===== src/hdl/pmt_cfg.svh =====
// register offsets, field positions, reset values and timing for the timer
`ifndef PMT_CFG_SVH
`define PMT_CFG_SVH
`define PMT_OFF_CONTROL 4'h0
`define PMT_OFF_COUNT 4'h4
`define PMT_OFF_PERIOD 4'h8
`define PMT_OFF_FLAG 4'hc
`define PMT_PRE_LSB 0
`define PMT_ON_BIT 2
`define PMT_POST_LSB 3
`define PMT_CONTROL_RST 8'h00
`define PMT_PERIOD_RST 8'hff
`define PMT_COUNT_RST 8'h00
`define PMT_INSTR_DIV 2'h3
`define PMT_FLAG_BIT 0
`define PMT_ENABLE_BIT 1
`endif


===== src/hdl/pmt_pkg.sv =====
// types shared by the period match timer
package pmt_pkg;
    typedef enum logic [2:0] {
        PMT_BUS_IDLE = 3'b001,
        PMT_BUS_WRESP = 3'b010,
        PMT_BUS_RDATA = 3'b100
    } pmt_bus_state_t;
    typedef logic [7:0] pmt_byte_t;
endpackage


===== src/hdl/pmt_prescaler.sv =====
// prescaler: instruction clock divider feeding the count tick
`timescale 1ns/10ps
`include "pmt_cfg.svh"
module pmt_prescaler
    import pmt_pkg::*;
(
    input wire logic clk_in,        // system clock
    input wire logic rst_n_in,      // synced reset, active low
    input wire logic ce_in,         // clock enable
    input wire logic run_in,        // timer on and awake
    input wire logic clear_in,      // clear the divider chain
    input wire logic [1:0] sel_in,  // prescale select
    output logic tick_out           // one-cycle count pulse
);
    typedef struct packed {
        logic [1:0] quarter;
        logic [5:0] div;
    } pmt_pre_state_t;
    pmt_pre_state_t st_reg, st_next;
    logic instr;
    logic [5:0] limit;

    always_comb begin
        st_next = st_reg;
        instr = (st_reg.quarter == `PMT_INSTR_DIV);
        unique case (sel_in)
            2'h0: limit = 6'h00;
            2'h1: limit = 6'h03;
            2'h2: limit = 6'h0f;
            2'h3: limit = 6'h3f;
        endcase
        tick_out = 1'b0;
        if (clear_in) begin
            st_next = '0;
        end else if (run_in) begin
            st_next.quarter = st_reg.quarter + 2'h1;
            if (instr) begin
                if (st_reg.div >= limit) begin
                    st_next.div = 6'h00;
                    tick_out = 1'b1;
                end else begin
                    st_next.div = st_reg.div + 6'h01;
                end
            end
        end
    end

    always_ff @(posedge clk_in or negedge rst_n_in) begin
        if (!rst_n_in) begin
            st_reg <= '0;
        end else if (ce_in) begin
            st_reg <= st_next;
        end
    end
endmodule


===== src/hdl/pmt_postscaler.sv =====
// postscaler: counts match events and signals each n+1th
`timescale 1ns/10ps
`include "pmt_cfg.svh"
module pmt_postscaler
    import pmt_pkg::*;
(
    input wire logic clk_in,        // system clock
    input wire logic rst_n_in,      // synced reset, active low
    input wire logic ce_in,         // clock enable
    input wire logic clear_in,      // clear the counter
    input wire logic match_in,      // match event
    input wire logic [3:0] sel_in,  // postscale select
    output logic done_out           // one-cycle flag event
);
    typedef struct packed {
        logic [3:0] cnt;
    } pmt_post_state_t;
    pmt_post_state_t st_reg, st_next;

    always_comb begin
        st_next = st_reg;
        done_out = 1'b0;
        if (clear_in) begin
            st_next = '0;
        end else if (match_in) begin
            if (st_reg.cnt >= sel_in) begin
                st_next.cnt = 4'h0;
                done_out = 1'b1;
            end else begin
                st_next.cnt = st_reg.cnt + 4'h1;
            end
        end
    end

    always_ff @(posedge clk_in or negedge rst_n_in) begin
        if (!rst_n_in) begin
            st_reg <= '0;
        end else if (ce_in) begin
            st_reg <= st_next;
        end
    end
endmodule


===== src/hdl/pmt_timer.sv =====
// top of the 8-bit period match timer with its AXI4-Lite slave
// What this block does
// - counting clock is the system clock divided by four
// - count register increments by one per prescaled tick, from zero
// - control bits 1-0 pick prescale 1, 4, 16 or 64
// - count compared with period at each prescaled tick; equality gives match
// - match clears count next cycle and advances postscaler
// - reset clears count and sets period to all ones
// - count write, control write and reset clear both scalers
// - control write leaves the count register unchanged
// - control bits 6-3 value n gives one flag per n+1 matches
// - postscaler completion sets flag; interrupt only when enabled
// - match pulse is synchronous and exported to other peripherals
// - control bit 2 turns the timer on or off
// - in sleep the timer does not count; registers hold
// - count and period are readable and writable at any time
//
// Decided for this implementation: the placing of the registers and the AXI4-Lite slave port.
`timescale 1ns/10ps
`include "pmt_cfg.svh"
module pmt_timer
    import pmt_pkg::*;
(
    input wire logic MCLK_IN,             // 250 MHz system clock
    input wire logic RST_N_IN,            // async reset, active low
    input wire logic CE_IN,               // clock enable, freezes state
    input wire logic SLEEP_IN,            // processor in sleep
    input wire logic [3:0] AWADDR_IN,     // write address
    input wire logic AWVALID_IN,          // write address valid
    output logic AWREADY_OUT,             // write address ready
    input wire logic [31:0] WDATA_IN,     // write data
    input wire logic [3:0] WSTRB_IN,      // write strobes
    input wire logic WVALID_IN,           // write data valid
    output logic WREADY_OUT,              // write data ready
    output logic [1:0] BRESP_OUT,         // write response
    output logic BVALID_OUT,              // write response valid
    input wire logic BREADY_IN,           // write response ready
    input wire logic [3:0] ARADDR_IN,     // read address
    input wire logic ARVALID_IN,          // read address valid
    output logic ARREADY_OUT,             // read address ready
    output logic [31:0] RDATA_OUT,        // read data
    output logic [1:0] RRESP_OUT,         // read response
    output logic RVALID_OUT,              // read data valid
    input wire logic RREADY_IN,           // read data ready
    output logic PERIOD_MATCH_PULSE_OUT,  // match pulse to peripherals
    output logic MATCH_IRQ_OUT            // interrupt request
);
    typedef struct packed {
        pmt_bus_state_t wst;
        pmt_bus_state_t rst;
        logic aw_got;
        logic w_got;
        logic [3:0] awaddr;
        logic [31:0] wdata;
        logic wstrb0;
        logic [1:0] bresp;
        logic [31:0] rdata;
        logic [1:0] rresp;
        pmt_byte_t control;
        pmt_byte_t count;
        pmt_byte_t period;
        logic flag;
        logic enable;
        logic clr_pend;
        logic match;
        logic irq;
        logic aw_rdy;
        logic w_rdy;
        logic b_vld;
        logic ar_rdy;
        logic r_vld;
    } pmt_state_t;
    pmt_state_t st_reg, st_next;

    logic [1:0] rst_sync_reg;
    logic rst_n;
    logic run;
    logic tick;
    logic post_done;
    logic wr_fire;
    logic wr_ctrl;
    logic wr_count;
    logic scaler_clear;
    logic eq;
    logic wr_period;
    logic wr_flag;
    logic wr_err;
    logic rd_err;
    logic [7:0] rd_byte;

    // reset released through two flops
    always_ff @(posedge MCLK_IN or negedge RST_N_IN) begin
        if (!RST_N_IN) begin
            rst_sync_reg <= 2'b00;
        end else begin
            rst_sync_reg <= {rst_sync_reg[0], 1'b1};
        end
    end
    assign rst_n = rst_sync_reg[1];

    assign wr_fire = st_reg.aw_got && st_reg.w_got
        && (st_reg.wst == PMT_BUS_IDLE);
    assign wr_ctrl = wr_fire && st_reg.wstrb0
        && (st_reg.awaddr == `PMT_OFF_CONTROL);
    assign wr_count = wr_fire && st_reg.wstrb0
        && (st_reg.awaddr == `PMT_OFF_COUNT);
    assign wr_period = wr_fire && st_reg.wstrb0
        && (st_reg.awaddr == `PMT_OFF_PERIOD);
    assign wr_flag = wr_fire && st_reg.wstrb0
        && (st_reg.awaddr == `PMT_OFF_FLAG);
    assign scaler_clear = wr_ctrl || wr_count;
    assign run = st_reg.control[`PMT_ON_BIT] && !SLEEP_IN;
    assign eq = (st_reg.count == st_reg.period);

    pmt_prescaler u_pre (
        .clk_in(MCLK_IN),
        .rst_n_in(rst_n),
        .ce_in(CE_IN),
        .run_in(run),
        .clear_in(scaler_clear),
        .sel_in(st_reg.control[`PMT_PRE_LSB +: 2]),
        .tick_out(tick)
    );

    pmt_postscaler u_post (
        .clk_in(MCLK_IN),
        .rst_n_in(rst_n),
        .ce_in(CE_IN),
        .clear_in(scaler_clear),
        .match_in(st_reg.match),
        .sel_in(st_reg.control[`PMT_POST_LSB +: 4]),
        .done_out(post_done)
    );

    // write response code for the held address
    always_comb begin
        unique case (st_reg.awaddr)
            `PMT_OFF_CONTROL, `PMT_OFF_COUNT,
            `PMT_OFF_PERIOD, `PMT_OFF_FLAG: wr_err = 1'b0;
            default: wr_err = 1'b1;
        endcase
    end

    // read-back byte for the requested address
    always_comb begin
        rd_byte = 8'h00;
        rd_err = 1'b0;
        unique case (ARADDR_IN)
            `PMT_OFF_CONTROL: rd_byte = {1'b0, st_reg.control[6:0]};
            `PMT_OFF_COUNT: rd_byte = st_reg.count;
            `PMT_OFF_PERIOD: rd_byte = st_reg.period;
            `PMT_OFF_FLAG: rd_byte = {6'h00, st_reg.enable, st_reg.flag};
            default: rd_err = 1'b1;
        endcase
    end

    always_comb begin
        st_next = st_reg;
        // write address and data taken in either order
        if (!st_reg.aw_got && AWVALID_IN) begin
            st_next.aw_got = 1'b1;
            st_next.awaddr = AWADDR_IN;
        end
        if (!st_reg.w_got && WVALID_IN) begin
            st_next.w_got = 1'b1;
            st_next.wdata = WDATA_IN;
            st_next.wstrb0 = WSTRB_IN[0];
        end
        // write response state
        unique case (st_reg.wst)
            PMT_BUS_IDLE: begin
                if (wr_fire) begin
                    st_next.wst = PMT_BUS_WRESP;
                    st_next.bresp = wr_err ? 2'b10 : 2'b00;
                end
            end
            PMT_BUS_WRESP: begin
                if (BREADY_IN) begin
                    st_next.wst = PMT_BUS_IDLE;
                    st_next.aw_got = 1'b0;
                    st_next.w_got = 1'b0;
                end
            end
            default: st_next.wst = PMT_BUS_IDLE;
        endcase
        // read data state
        unique case (st_reg.rst)
            PMT_BUS_IDLE: begin
                if (ARVALID_IN) begin
                    st_next.rst = PMT_BUS_RDATA;
                    st_next.rresp = rd_err ? 2'b10 : 2'b00;
                    st_next.rdata = {24'h00_0000, rd_byte};
                end
            end
            PMT_BUS_RDATA: begin
                if (RREADY_IN) begin
                    st_next.rst = PMT_BUS_IDLE;
                end
            end
            default: st_next.rst = PMT_BUS_IDLE;
        endcase

        // counter: pending clear first, else one step per tick
        // match clears count
        if (st_reg.clr_pend && run) begin
            st_next.count = `PMT_COUNT_RST;
            st_next.clr_pend = 1'b0;
        end else if (tick) begin
            st_next.count = st_reg.count + 8'h01;
        end
        // match taken at a tick while count equals period
        // hold when off
        st_next.match = 1'b0;
        if (run && eq && tick) begin
            st_next.match = 1'b1;
            st_next.clr_pend = 1'b1;
            st_next.count = st_reg.count;
        end

        // register writes from the bus, unused strobe lanes ignored
        // count kept
        if (wr_ctrl) begin
            st_next.control = {1'b0, st_reg.wdata[6:0]};
        end
        // a count write also drops a pending clear
        if (wr_count) begin
            st_next.count = st_reg.wdata[7:0];
            st_next.clr_pend = 1'b0;
        end
        if (wr_period) begin
            st_next.period = st_reg.wdata[7:0];
        end
        if (wr_flag) begin
            st_next.flag = st_reg.wdata[`PMT_FLAG_BIT];
            st_next.enable = st_reg.wdata[`PMT_ENABLE_BIT];
        end
        if (post_done) begin
            st_next.flag = 1'b1;
        end
        // interrupt request follows flag and enable
        st_next.irq = st_next.flag && st_next.enable;
        // ready and valid outputs kept in flops of their own
        st_next.aw_rdy = !st_next.aw_got;
        st_next.w_rdy = !st_next.w_got;
        st_next.b_vld = (st_next.wst == PMT_BUS_WRESP);
        st_next.ar_rdy = (st_next.rst == PMT_BUS_IDLE);
        st_next.r_vld = (st_next.rst == PMT_BUS_RDATA);
    end

    always_ff @(posedge MCLK_IN or negedge rst_n) begin
        if (!rst_n) begin
            st_reg <= '0;
            st_reg.wst <= PMT_BUS_IDLE;
            st_reg.rst <= PMT_BUS_IDLE;
            st_reg.control <= `PMT_CONTROL_RST;
            st_reg.count <= `PMT_COUNT_RST;
            st_reg.period <= `PMT_PERIOD_RST;
            st_reg.aw_rdy <= 1'b1;
            st_reg.w_rdy <= 1'b1;
            st_reg.ar_rdy <= 1'b1;
        end else if (CE_IN) begin
            st_reg <= st_next;
        end
    end

    // output ports straight from state flops
    assign AWREADY_OUT = st_reg.aw_rdy;
    assign WREADY_OUT = st_reg.w_rdy;
    assign BVALID_OUT = st_reg.b_vld;
    assign BRESP_OUT = st_reg.bresp;
    assign ARREADY_OUT = st_reg.ar_rdy;
    assign RVALID_OUT = st_reg.r_vld;
    assign RDATA_OUT = st_reg.rdata;
    assign RRESP_OUT = st_reg.rresp;
    assign PERIOD_MATCH_PULSE_OUT = st_reg.match;
    assign MATCH_IRQ_OUT = st_reg.irq;
endmodule


===== config.mk =====
export PLATFORM = sky130hd
export DESIGN_NAME = pmt_timer
export DESIGN_NICKNAME = d
export VERILOG_FILES = /design/src/hdl/pmt_pkg.sv /design/src/hdl/pmt_prescaler.sv /design/src/hdl/pmt_postscaler.sv /design/src/hdl/pmt_timer.sv
export VERILOG_INCLUDE_DIRS = /design/src /design/src/hdl
export SDC_FILE = /design/constraint.sdc
export NUM_CORES = 1
export LEC_CHECK = 0
export BUFFER_PORTS_ARGS = -buffer_cell sky130_fd_sc_hd__buf_4
export CORE_UTILIZATION = 35
export DETAILED_ROUTE_END_ITERATION = 10
export HOLD_SLACK_MARGIN = 0.08
export PLACE_DENSITY = 0.68
export SKIP_CTS_REPAIR_TIMING = 1
export SLEW_MARGIN = 20
export SYNTH_ARGS = -nofsm -noshare
export SYNTH_HDL_FRONTEND = slang
export SYNTH_SLANG_ARGS = --single-unit

===== constraint.sdc =====
create_clock -name MCLK_IN -period 2.32 [get_ports MCLK_IN]
set_input_delay 0.348 -clock MCLK_IN [delete_from_list [all_inputs] [get_ports MCLK_IN]]
set_output_delay 0.348 -clock MCLK_IN [all_outputs]
set_load 0.01 [all_outputs]

=== Word level (Yosys, flattened, before mapping) ===
Index checks and enable logic that the tools add are counted.

* Bits in registers: 80
* Bits of input ports: 53
* Output and inout bits: 43
* Word-level logic and storage cells: 130

* Add/subtract/negate cells: 4
* Order comparisons: 2
* Eq/ne operators: 19
* Mux-type cells: 37
* Reduce and logical (&&, ||, !) cells: 41

{| class="wikitable"
|+ Operators by type and width
! kind !! count
|-
| $mux 8 || 6
|-
| $pmux 8 s4 || 1
|-
| $pmux 6 s4 || 1
|-
| $eq 4x4->1 const B || 4
|-
| $logic_and 1x1->1 || 14
|-
| $reduce_and 2->1 || 7
|-
| $mux 1 || 12
|-
| $mux 2 || 6
|-
| $mux 3 || 4
|-
| $mux 4 || 3
|-
| $mux 6 || 2
|-
| $pmux 3 s2 || 2
|-
| $reduce_and 3->1 || 4
|-
| $eq 3x1->1 const B || 3
|-
| $add 8x1->8 const B || 1
|-
| $eq 4x3->1 const B || 2
|-
| $eq 8x8->1 || 1
|-
| $logic_not 4->1 || 2
|-
| $reduce_or 4->1 || 2
|-
| $add 6x1->6 const B || 1
|-
| $eq 2x2->1 const B || 3
|-
| $eq 3x2->1 const B || 2
|-
| $eq 3x3->1 const B || 2
|-
| $ge 6x6->1 || 1
|-
| other kinds (10) || 17
|}

=== Longest topological paths before layout ===
Gate-level depths: netlist (run 1).

* Depth after elaboration: 11
* Mapped depth: 9
* Gate-level depth less buffers: 9

=== Hierarchy ===
A second synthesis (run 1) with hierarchy kept.

* Cell total of the unflattened synthesis: 407
* Area total of the unflattened synthesis: 4287.9 um^2

{| class="wikitable"
|+ Modules (own cells, without submodules)
! module !! times used !! cells each !! area an instance (um^2) !! seq. area each (um^2)
|-
| pmt_timer || 1 || 306 || 3360.7 || 1667.8
|-
| pmt_prescaler || 1 || 66 || 615.6 || 200.2
|-
| pmt_postscaler || 1 || 35 || 311.5 || 100.1
|}

=== Worst setup path after synthesis (run 1) ===
OpenSTA, ideal clock, no wires.

* Kind: reg2reg
* From: register st_reg[27] (netlist bit)
* To: register st_reg[18] (netlist bit)
* Setup time: 0.125 ns
* Arrival time: 2.154 ns
* Required time: 2.195 ns
* Setup slack: 0.041 ns
* Stages on the path, launching flop included: 9
* Buffers on the path: 0
* Clock period less this slack: 2.279 ns
* Cell sequence: dfrtp_1 > or2_2 > ha_1 > nand2b_1 > a31oi_1 > o21ai_1 > nand3_1 > nand3_4 > mux2_4

* Word-level cells in the longest chain between the ends: 10
* Elaborated cells between the ends (all ways): 14
* Classes of those cells: 1 x order compare; 4 x eq/ne; 5 x mux; 4 x reduce/logical

{| class="wikitable"
|+ Ends and longest elaborated chain
! item !! line !! text
|-
| start: declaration || pmt_timer.sv:73 || <nowiki>pmt_state_t st_reg, st_next;</nowiki>
|-
| start signal: assignment || pmt_timer.sv:262 || <nowiki>st_reg <= st_next;</nowiki>
|-
| $eq 2x2->1, or another cell as far along || pmt_prescaler.sv:26 || <nowiki>unique case (sel_in)</nowiki>
|-
| $pmux 6 s4 (*) || pmt_prescaler.sv:26 ||
|-
| $ge 6x6->1 (*) || pmt_prescaler.sv:38 || <nowiki>if (st_reg.div >= limit) begin</nowiki>
|-
| $mux 1 (*) || pmt_prescaler.sv:38 ||
|-
| $mux 1 (*) || pmt_prescaler.sv:37 || <nowiki>if (instr) begin</nowiki>
|-
| $mux 1 (*) || pmt_prescaler.sv:35 || <nowiki>end else if (run_in) begin</nowiki>
|-
| $mux 1 (*) || pmt_prescaler.sv:33 || <nowiki>if (clear_in) begin</nowiki>
|-
| $logic_and 1x1->1 || pmt_timer.sv:214 || <nowiki>if (run && eq && tick) begin</nowiki>
|-
| $ne 2x2->1 (no source line) || - ||
|-
| $reduce_and 3->1 (no source line) (*) || - ||
|}

Every way passes the cells marked *; elsewhere a longest branch is shown, timed or not.
A chain may end at the register's enable or synchronous reset.

=== Worst setup path after layout (run 1) ===
* From: register st_reg[27] (netlist bit)
* To: register st_reg[19] (netlist bit)

Same word-level chain as after synthesis.

==> metrics, run 1 <==
NetSw 0.00147 W; cell with the most instances after synthesis dfrtp_1; Slew Viols, Final 0; XOR/XNOR Fraction of Synth Area 2.50%; Clock Root Buffer clkbuf_16; total grt overflow 0; register area share after synthesis 46.8%; Area contributors post-synth dfrtp_1, dfstp_2, mux2_2; FF+latch count, synth 78; top cell type's share of synthesized area 38.6%; GPL Wtd Cong 0.832; total CTS buffers 9; die area 12500 µm²; worst skew pair latency 0.34 ns; crit-path leading delay family compound AO/OA/AOI/OAI gates; fraction of the mapped netlist area in simple logic gates 12.5%; die width 112 µm; Slowest-stage cell, CP dfrtp_1; startpoint types register; Clock Tree Buf Depth 2; P_int 0.00357 W; Min Hold Slack 0.208 ns; crit-path cells or2_2 -> ha_1 -> nand2b_1 -> a31oi_1 -> o21ai_2 -> a41o_4 -> nand3_4 -> mux2_4; Commonest cells post-synth dfrtp_1, buf_4, mux2_2, nand2_1; Port-buffer cells 42; Fmax 451 MHz; WP buf/inv 0; via count 3007; clk sink count 78; switching share of power 29.1%; met2 Resource Use GR 23.9%; DRC Markers 8; Initial Utilization 36.4%; met3 Use GR 5.06%; failing checks DRC; P&R area growth vs syn 18.3%; max reg flops 47; Sequential cell area 1970 µm²; final antenna diode count 0; hold path depth 2; Vias per Instance 5.09; layout filler cell count 1088; Multi-input gate area 1960 µm²; Setup CP Type register to register; Post-Syn Area 4210 µm²; Routed Antenna Nets 0; Peak VDD IR 0.000399 V; Worst slew margin 58.3%; period utilisation layout 95.6%; setup clock skew after layout 0.00512 ns; Routed WL 8850 µm; min Tclk post-route 2.22 ns; Post-synth EDFFs 0; CTS tree yes; synthesized instance count 395; Syn Area/Cell 10.7 µm²; Main synth FF type dfrtp_1; power per cell area 1010 nW/µm²; largest net degree at the start of global routing 46; Setup crit end kind register; status finished, violations left; combinational share of power 23.1%; unique cell type count in the Yosys netlist 53; setup TNS 0 ns; worst path arrival time 2.44 ns; Die Y 112 µm; share of cells above drive strength 1 28.3%; first-pass detailed-route iteration total 10; GRT Max-Usage Layer met2; compound-cell area share of the yosys netlist 13.7%; Synth warnings 0; GRT Util Overall 15.6%; unrepaired setup endpoints after global routing false; Clk pwr share 34.5%; GR met1 Demand/Resource 21.1%; CTS H-Tree Depth 3; Leakage 2.32 nW; DP HPWL 6450 µm; worst-path fanout max 4; I/O pin total 96; clk slew on worst S/H paths 0.06 ns; Setup Viol. Count Final 0; first-pass GRT wire length 15100 µm; Post-Synth Adder-Cell Area 4.16%; number of global-route vias before repair 2982; Final Hold Viols 0; Std-Cell Core Area 11600 µm²; Seq pwr share 42.4%; mux cell area share after synthesis 11.1%; main combinational cell family by area after synthesis compound AO/OA/AOI/OAI gates; Tightest Hold Check Type input pin to register; Synth async-reset ratio 100%; CP Data Required Time 2.54 ns; Layout Nets 510; actual slew at the worst max-slew pin 0.625 ns; Iteration-0 DRC Markers 160; Reg2Reg Depth 8; Synth area leader dfrtp_1; row cnt 39; wire per inst 15.0 µm; WP depth 8; initial antenna violation count 0; slowest stage delay, CP 0.37 ns; max cap viols 0
## final cells by class
class	instances	area share [%]
Clock buffer	9	4.52
Clock inverter	7	2.92
Inverter	19	1.43
Multi-Input combinational cell	278	39.3
Sequential cell	78	39.6
Tap cell	143	3.59
Timing Repair Buffer	57	8.65
## layout by cell type (no fill, tap or decap), types with 3 or more instances in the layout
cell        n
xnor2_1     8
a31o_1      6
a21oi_1    22
mux2_2     26
mux2_4      3
nand4_1     7
o21ai_1    10
a22o_1      8
nor3_1      9
dfstp_2    13
mux2i_1     6
nand2_1    25
nand3b_1    3
clkbuf_16   9
o2bb2ai_1   3
bufinv_16   4
a32oi_1     3
inv_1      18
o21a_1      7
nor2_1     22
xor2_1      4
a21o_1      3
buf_4      56
dfrtp_1    64
conb_1     27
nor2b_1     4
ha_1       14
o21ai_0    18
nand3_1     7
## power groups by stage
| stage | clock [W] | combinational (W) | sequential, W |
|---|---|---|---|
| 4_1_cts | 0.00178 | 0.00117 | 0.00213 |
| 3_3_place_gp | 0 | 0.00111 | 0.00213 |
| 5_1_grt | 0.00185 | 0.00132 | 0.00219 |
| 3_5_place_dp | 0 | 0.00116 | 0.00214 |
| 2_1_floorplan | 0 | 0.000898 | 0.00205 |
| 6_report | 0.00174 | 0.00116 | 0.00213 |
## stage by stage
step | cell area, µm² | total power (W) | std cells | util, % | setup slack (ns)
floorplan | 4300 | 0.00295 | 420 | - | 0.00956
global placement | 4590 | 0.00324 | 574 | 39.7 | 0.0760
detailed placement | 4590 | 0.00331 | 574 | 39.7 | 0.0433
CTS | 4960 | 0.00508 | 590 | 42.9 | 0.0215
global route | 4980 | 0.00536 | 591 | 43.0 | 0.0167
finish | 4980 | 0.00503 | 591 | 43.0 | 0.102
## final timing paths
path	from	endpoint	slack (ns)
max	st_reg[27]$_DFFE_PN0P_	st_reg[19]$_DFFE_PN0P_	0.10
min	ARADDR_IN[1]	RDATA_OUT[7]$_DFFE_PN0P_	0.21
max reg2reg	st_reg[27]$_DFFE_PN0P_	st_reg[19]$_DFFE_PN0P_	0.10
min reg2reg	rst_sync_reg[1]$_DFF_PN0_	st_reg[31]$_DFFE_PN0P_	0.29
max in group asynchronous	rst_sync_reg[1]$_DFF_PN0_	st_reg[17]$_DFFE_PN1P_	1.57
min in group asynchronous	rst_sync_reg[1]$_DFF_PN0_	st_reg[31]$_DFFE_PN0P_	0.29
## logic make-up (layout without fill, tap and decap cells)
| kind of cell | Yosys count | count (layout) |
|---|---|---|
| adder cells (fa/ha/maj) | 14 | 14 |
| other | 2 | 27 |
| AND/OR/NAND/NOR | 98 | 98 |
| flip-flops | 78 | 78 |
| buffers and inverters | 64 | 92 |
| AO/OA/AOI/OAI | 88 | 88 |
| XOR/XNOR | 12 | 12 |
| multiplexers | 39 | 39 |
## routing by layer
metal	vias up	part of all wire, %
li1	1438	-
met1	1476	46
met2	84	47
met3	9	6.6
met4	0	0.77
met5	-	0
No activity file was read; power rests on OpenSTA's default activity.
==> run 2: changes to the inputs <==
- PLACE_DENSITY: 0.68 -> 0.66
- SLEW_MARGIN: 20 -> default
- clock period: 2.32 -> 2.9 ns (I/O delays scaled with it)
==> run 2 against run 1 <==
The run still ends with DRC left. Register-to-register slack better by 0.30 ns. Non-clock buffer count fell by 10. Clock power decreased by 34%. Global-route usage down 0.97 points. Maximum frequency decreased by 11%. Combinational power down 24%.
==> metrics, run 2 (same netlist as run 1, synthesis figures left out) <==
failing checks DRC; # placed instances 564; Worst slew margin 55.0%; Clock Root Buffer clkbuf_16; Layout Nets 500; max reg flops 47; Setup crit end kind register; Routed Antenna Nets 0; row cnt 39; Min Hold Slack 0.306 ns; unrepaired setup endpoints after global routing false; period utilisation layout 86.0%; die area 12500 µm²; Port-buffer cells 42; power per cell area 767 nW/µm²; Vias per Instance 5.08; Fmax 401 MHz; share of cells above drive strength 1 26.5%; WP buf/inv 0; CP Data Required Time 3.12 ns; Clock Tree Buf Depth 2; worst path arrival time 2.72 ns; clk slew on worst S/H paths 0.07 ns; worst-path fanout max 8; Initial Utilization 36.4%; Slowest-stage cell, CP dfrtp_1; CTS H-Tree Depth 3; Final Hold Viols 0; worst skew pair latency 0.34 ns; setup clock skew after layout 0.00986 ns; setup TNS 0 ns; first-pass detailed-route iteration total 11; status finished, violations left; Iteration-0 DRC Markers 171; CTS tree yes; initial antenna violation count 0; startpoint types register; met2 Resource Use GR 22.9%; max cap viols 0; P&R area growth vs syn 15.2%; Slew Viols, Final 0; clk sink count 78; crit-path cells or2_2 -> ha_1 -> nand2b_1 -> a31oi_1 -> o21ai_1 -> a41o_4 -> nand3_4 -> mux2_4; Leakage 2.25 nW; Die Y 112 µm; min Tclk post-route 2.49 ns; slowest stage delay, CP 0.40 ns; Peak VDD IR 0.000409 V; I/O pin total 96; Routed WL 8460 µm; first-pass GRT wire length 14300 µm; Setup Viol. Count Final 0; crit-path leading delay family compound AO/OA/AOI/OAI gates; Sequential cell area 1970 µm²; Final Instance Count excl. Fillers 581; number of global-route vias before repair 2869; wire per inst 14.6 µm; layout filler cell count 1122; Setup CP Type register to register; Cell Area, Placed 4530 µm²; final antenna diode count 0; GR met1 Demand/Resource 19.2%; die width 112 µm; total CTS buffers 9; Tightest Hold Check Type register to async pin; DRC Markers 18; Final Util 41.9%; DP HPWL 6080 µm; via count 2951; met3 Use GR 3.48%; Std-Cell Core Area 11600 µm²; commonest non-fill, non-tap cell in the layout dfrtp_1; final design area excluding fillers 4850 µm²; GRT Util Overall 14.6%; GPL Wtd Cong 0.828; largest net degree at the start of global routing 48; GRT Max-Usage Layer met2; total grt overflow 0; actual slew at the worst max-slew pin 0.675 ns; most frequent cells in the layout dfrtp_1, buf_4, conb_1; Multi-input gate area 1950 µm²
-- run 2: changes by cell type in the layout (fill, tap and decap cells not counted), sizes merged --
cell	before	now
inv	20	19
clkinv	1	3
bufinv	4	1
buf	56	46
clkinvlp	1	2
clkbuf	9	10
-- run 2: per-layer routing --
layer / part of all wire [%] / vias up
met4: 1.6 / 0
met3: 5.8 / 11
met2: 46 / 106
met5: 0 / -
li1: - / 1417
met1: 47 / 1417
-- run 2: layout make-up --
class	count	share of cell area, %
well taps	143	3.69
clock buffers	10	4.93
inverters	19	1.47
multi-input cells	278	40.3
clock inverters	6	1.47
flip-flops and latches	78	40.6
repair buffers	47	7.58
-- run 2: path summary, 6_finish.rpt --
| path | cells after the start | endpoint | slack (ns) | start |
|---|---|---|---|---|
| worst min register to register | 0 | st_reg[114]$_DFFE_PN0P_ | 0.31 | rst_sync_reg[1]$_DFF_PN0_ |
| worst min-delay path | 0 | st_reg[114]$_DFFE_PN0P_ | 0.31 | rst_sync_reg[1]$_DFF_PN0_ |
| worst max register to register | 8 | st_reg[18]$_DFFE_PN0P_ | 0.41 | st_reg[27]$_DFFE_PN0P_ |
| max in group asynchronous | 1 | st_reg[13]$_DFFE_PN1P_ | 1.85 | rst_sync_reg[1]$_DFF_PN0_ |
| min in group MCLK_IN | 2 | RDATA_OUT[7]$_DFFE_PN0P_ | 0.31 | ARADDR_IN[0] |
| worst max-delay path | 8 | st_reg[18]$_DFFE_PN0P_ | 0.41 | st_reg[27]$_DFFE_PN0P_ |
-- run 2: where the power goes --
| group | switching [W] | leakage, nW | internal (W) |
|---|---|---|---|
| sequential | 0.000285 | 0.933 | 0.00141 |
| clock | 0.000449 | 0.145 | 0.000693 |
| combinational | 0.000401 | 1.17 | 0.000481 |
| total | 0.00114 | 2.25 | 0.00259 |
-- run 2: worst reg2reg max path, delay by kind of cell, from the launching register on --
kind | cells | cell delay [ns]
mux | 1 | 0.33
simple gates | 3 | 0.56
fa+ha+maj | 1 | 0.27
flops | 1 | 0.40
compound gates | 3 | 0.81
-- run 2: per-stage QoR --
stage	power, W	setup WS, ns
4_1_cts	0.00376	0.410
6_report	0.00372	0.406
5_1_grt	0.00396	0.296
3_5_place_dp	0.00260	0.449
2_1_floorplan	0.00236	0.590
3_3_place_gp	0.00256	0.442
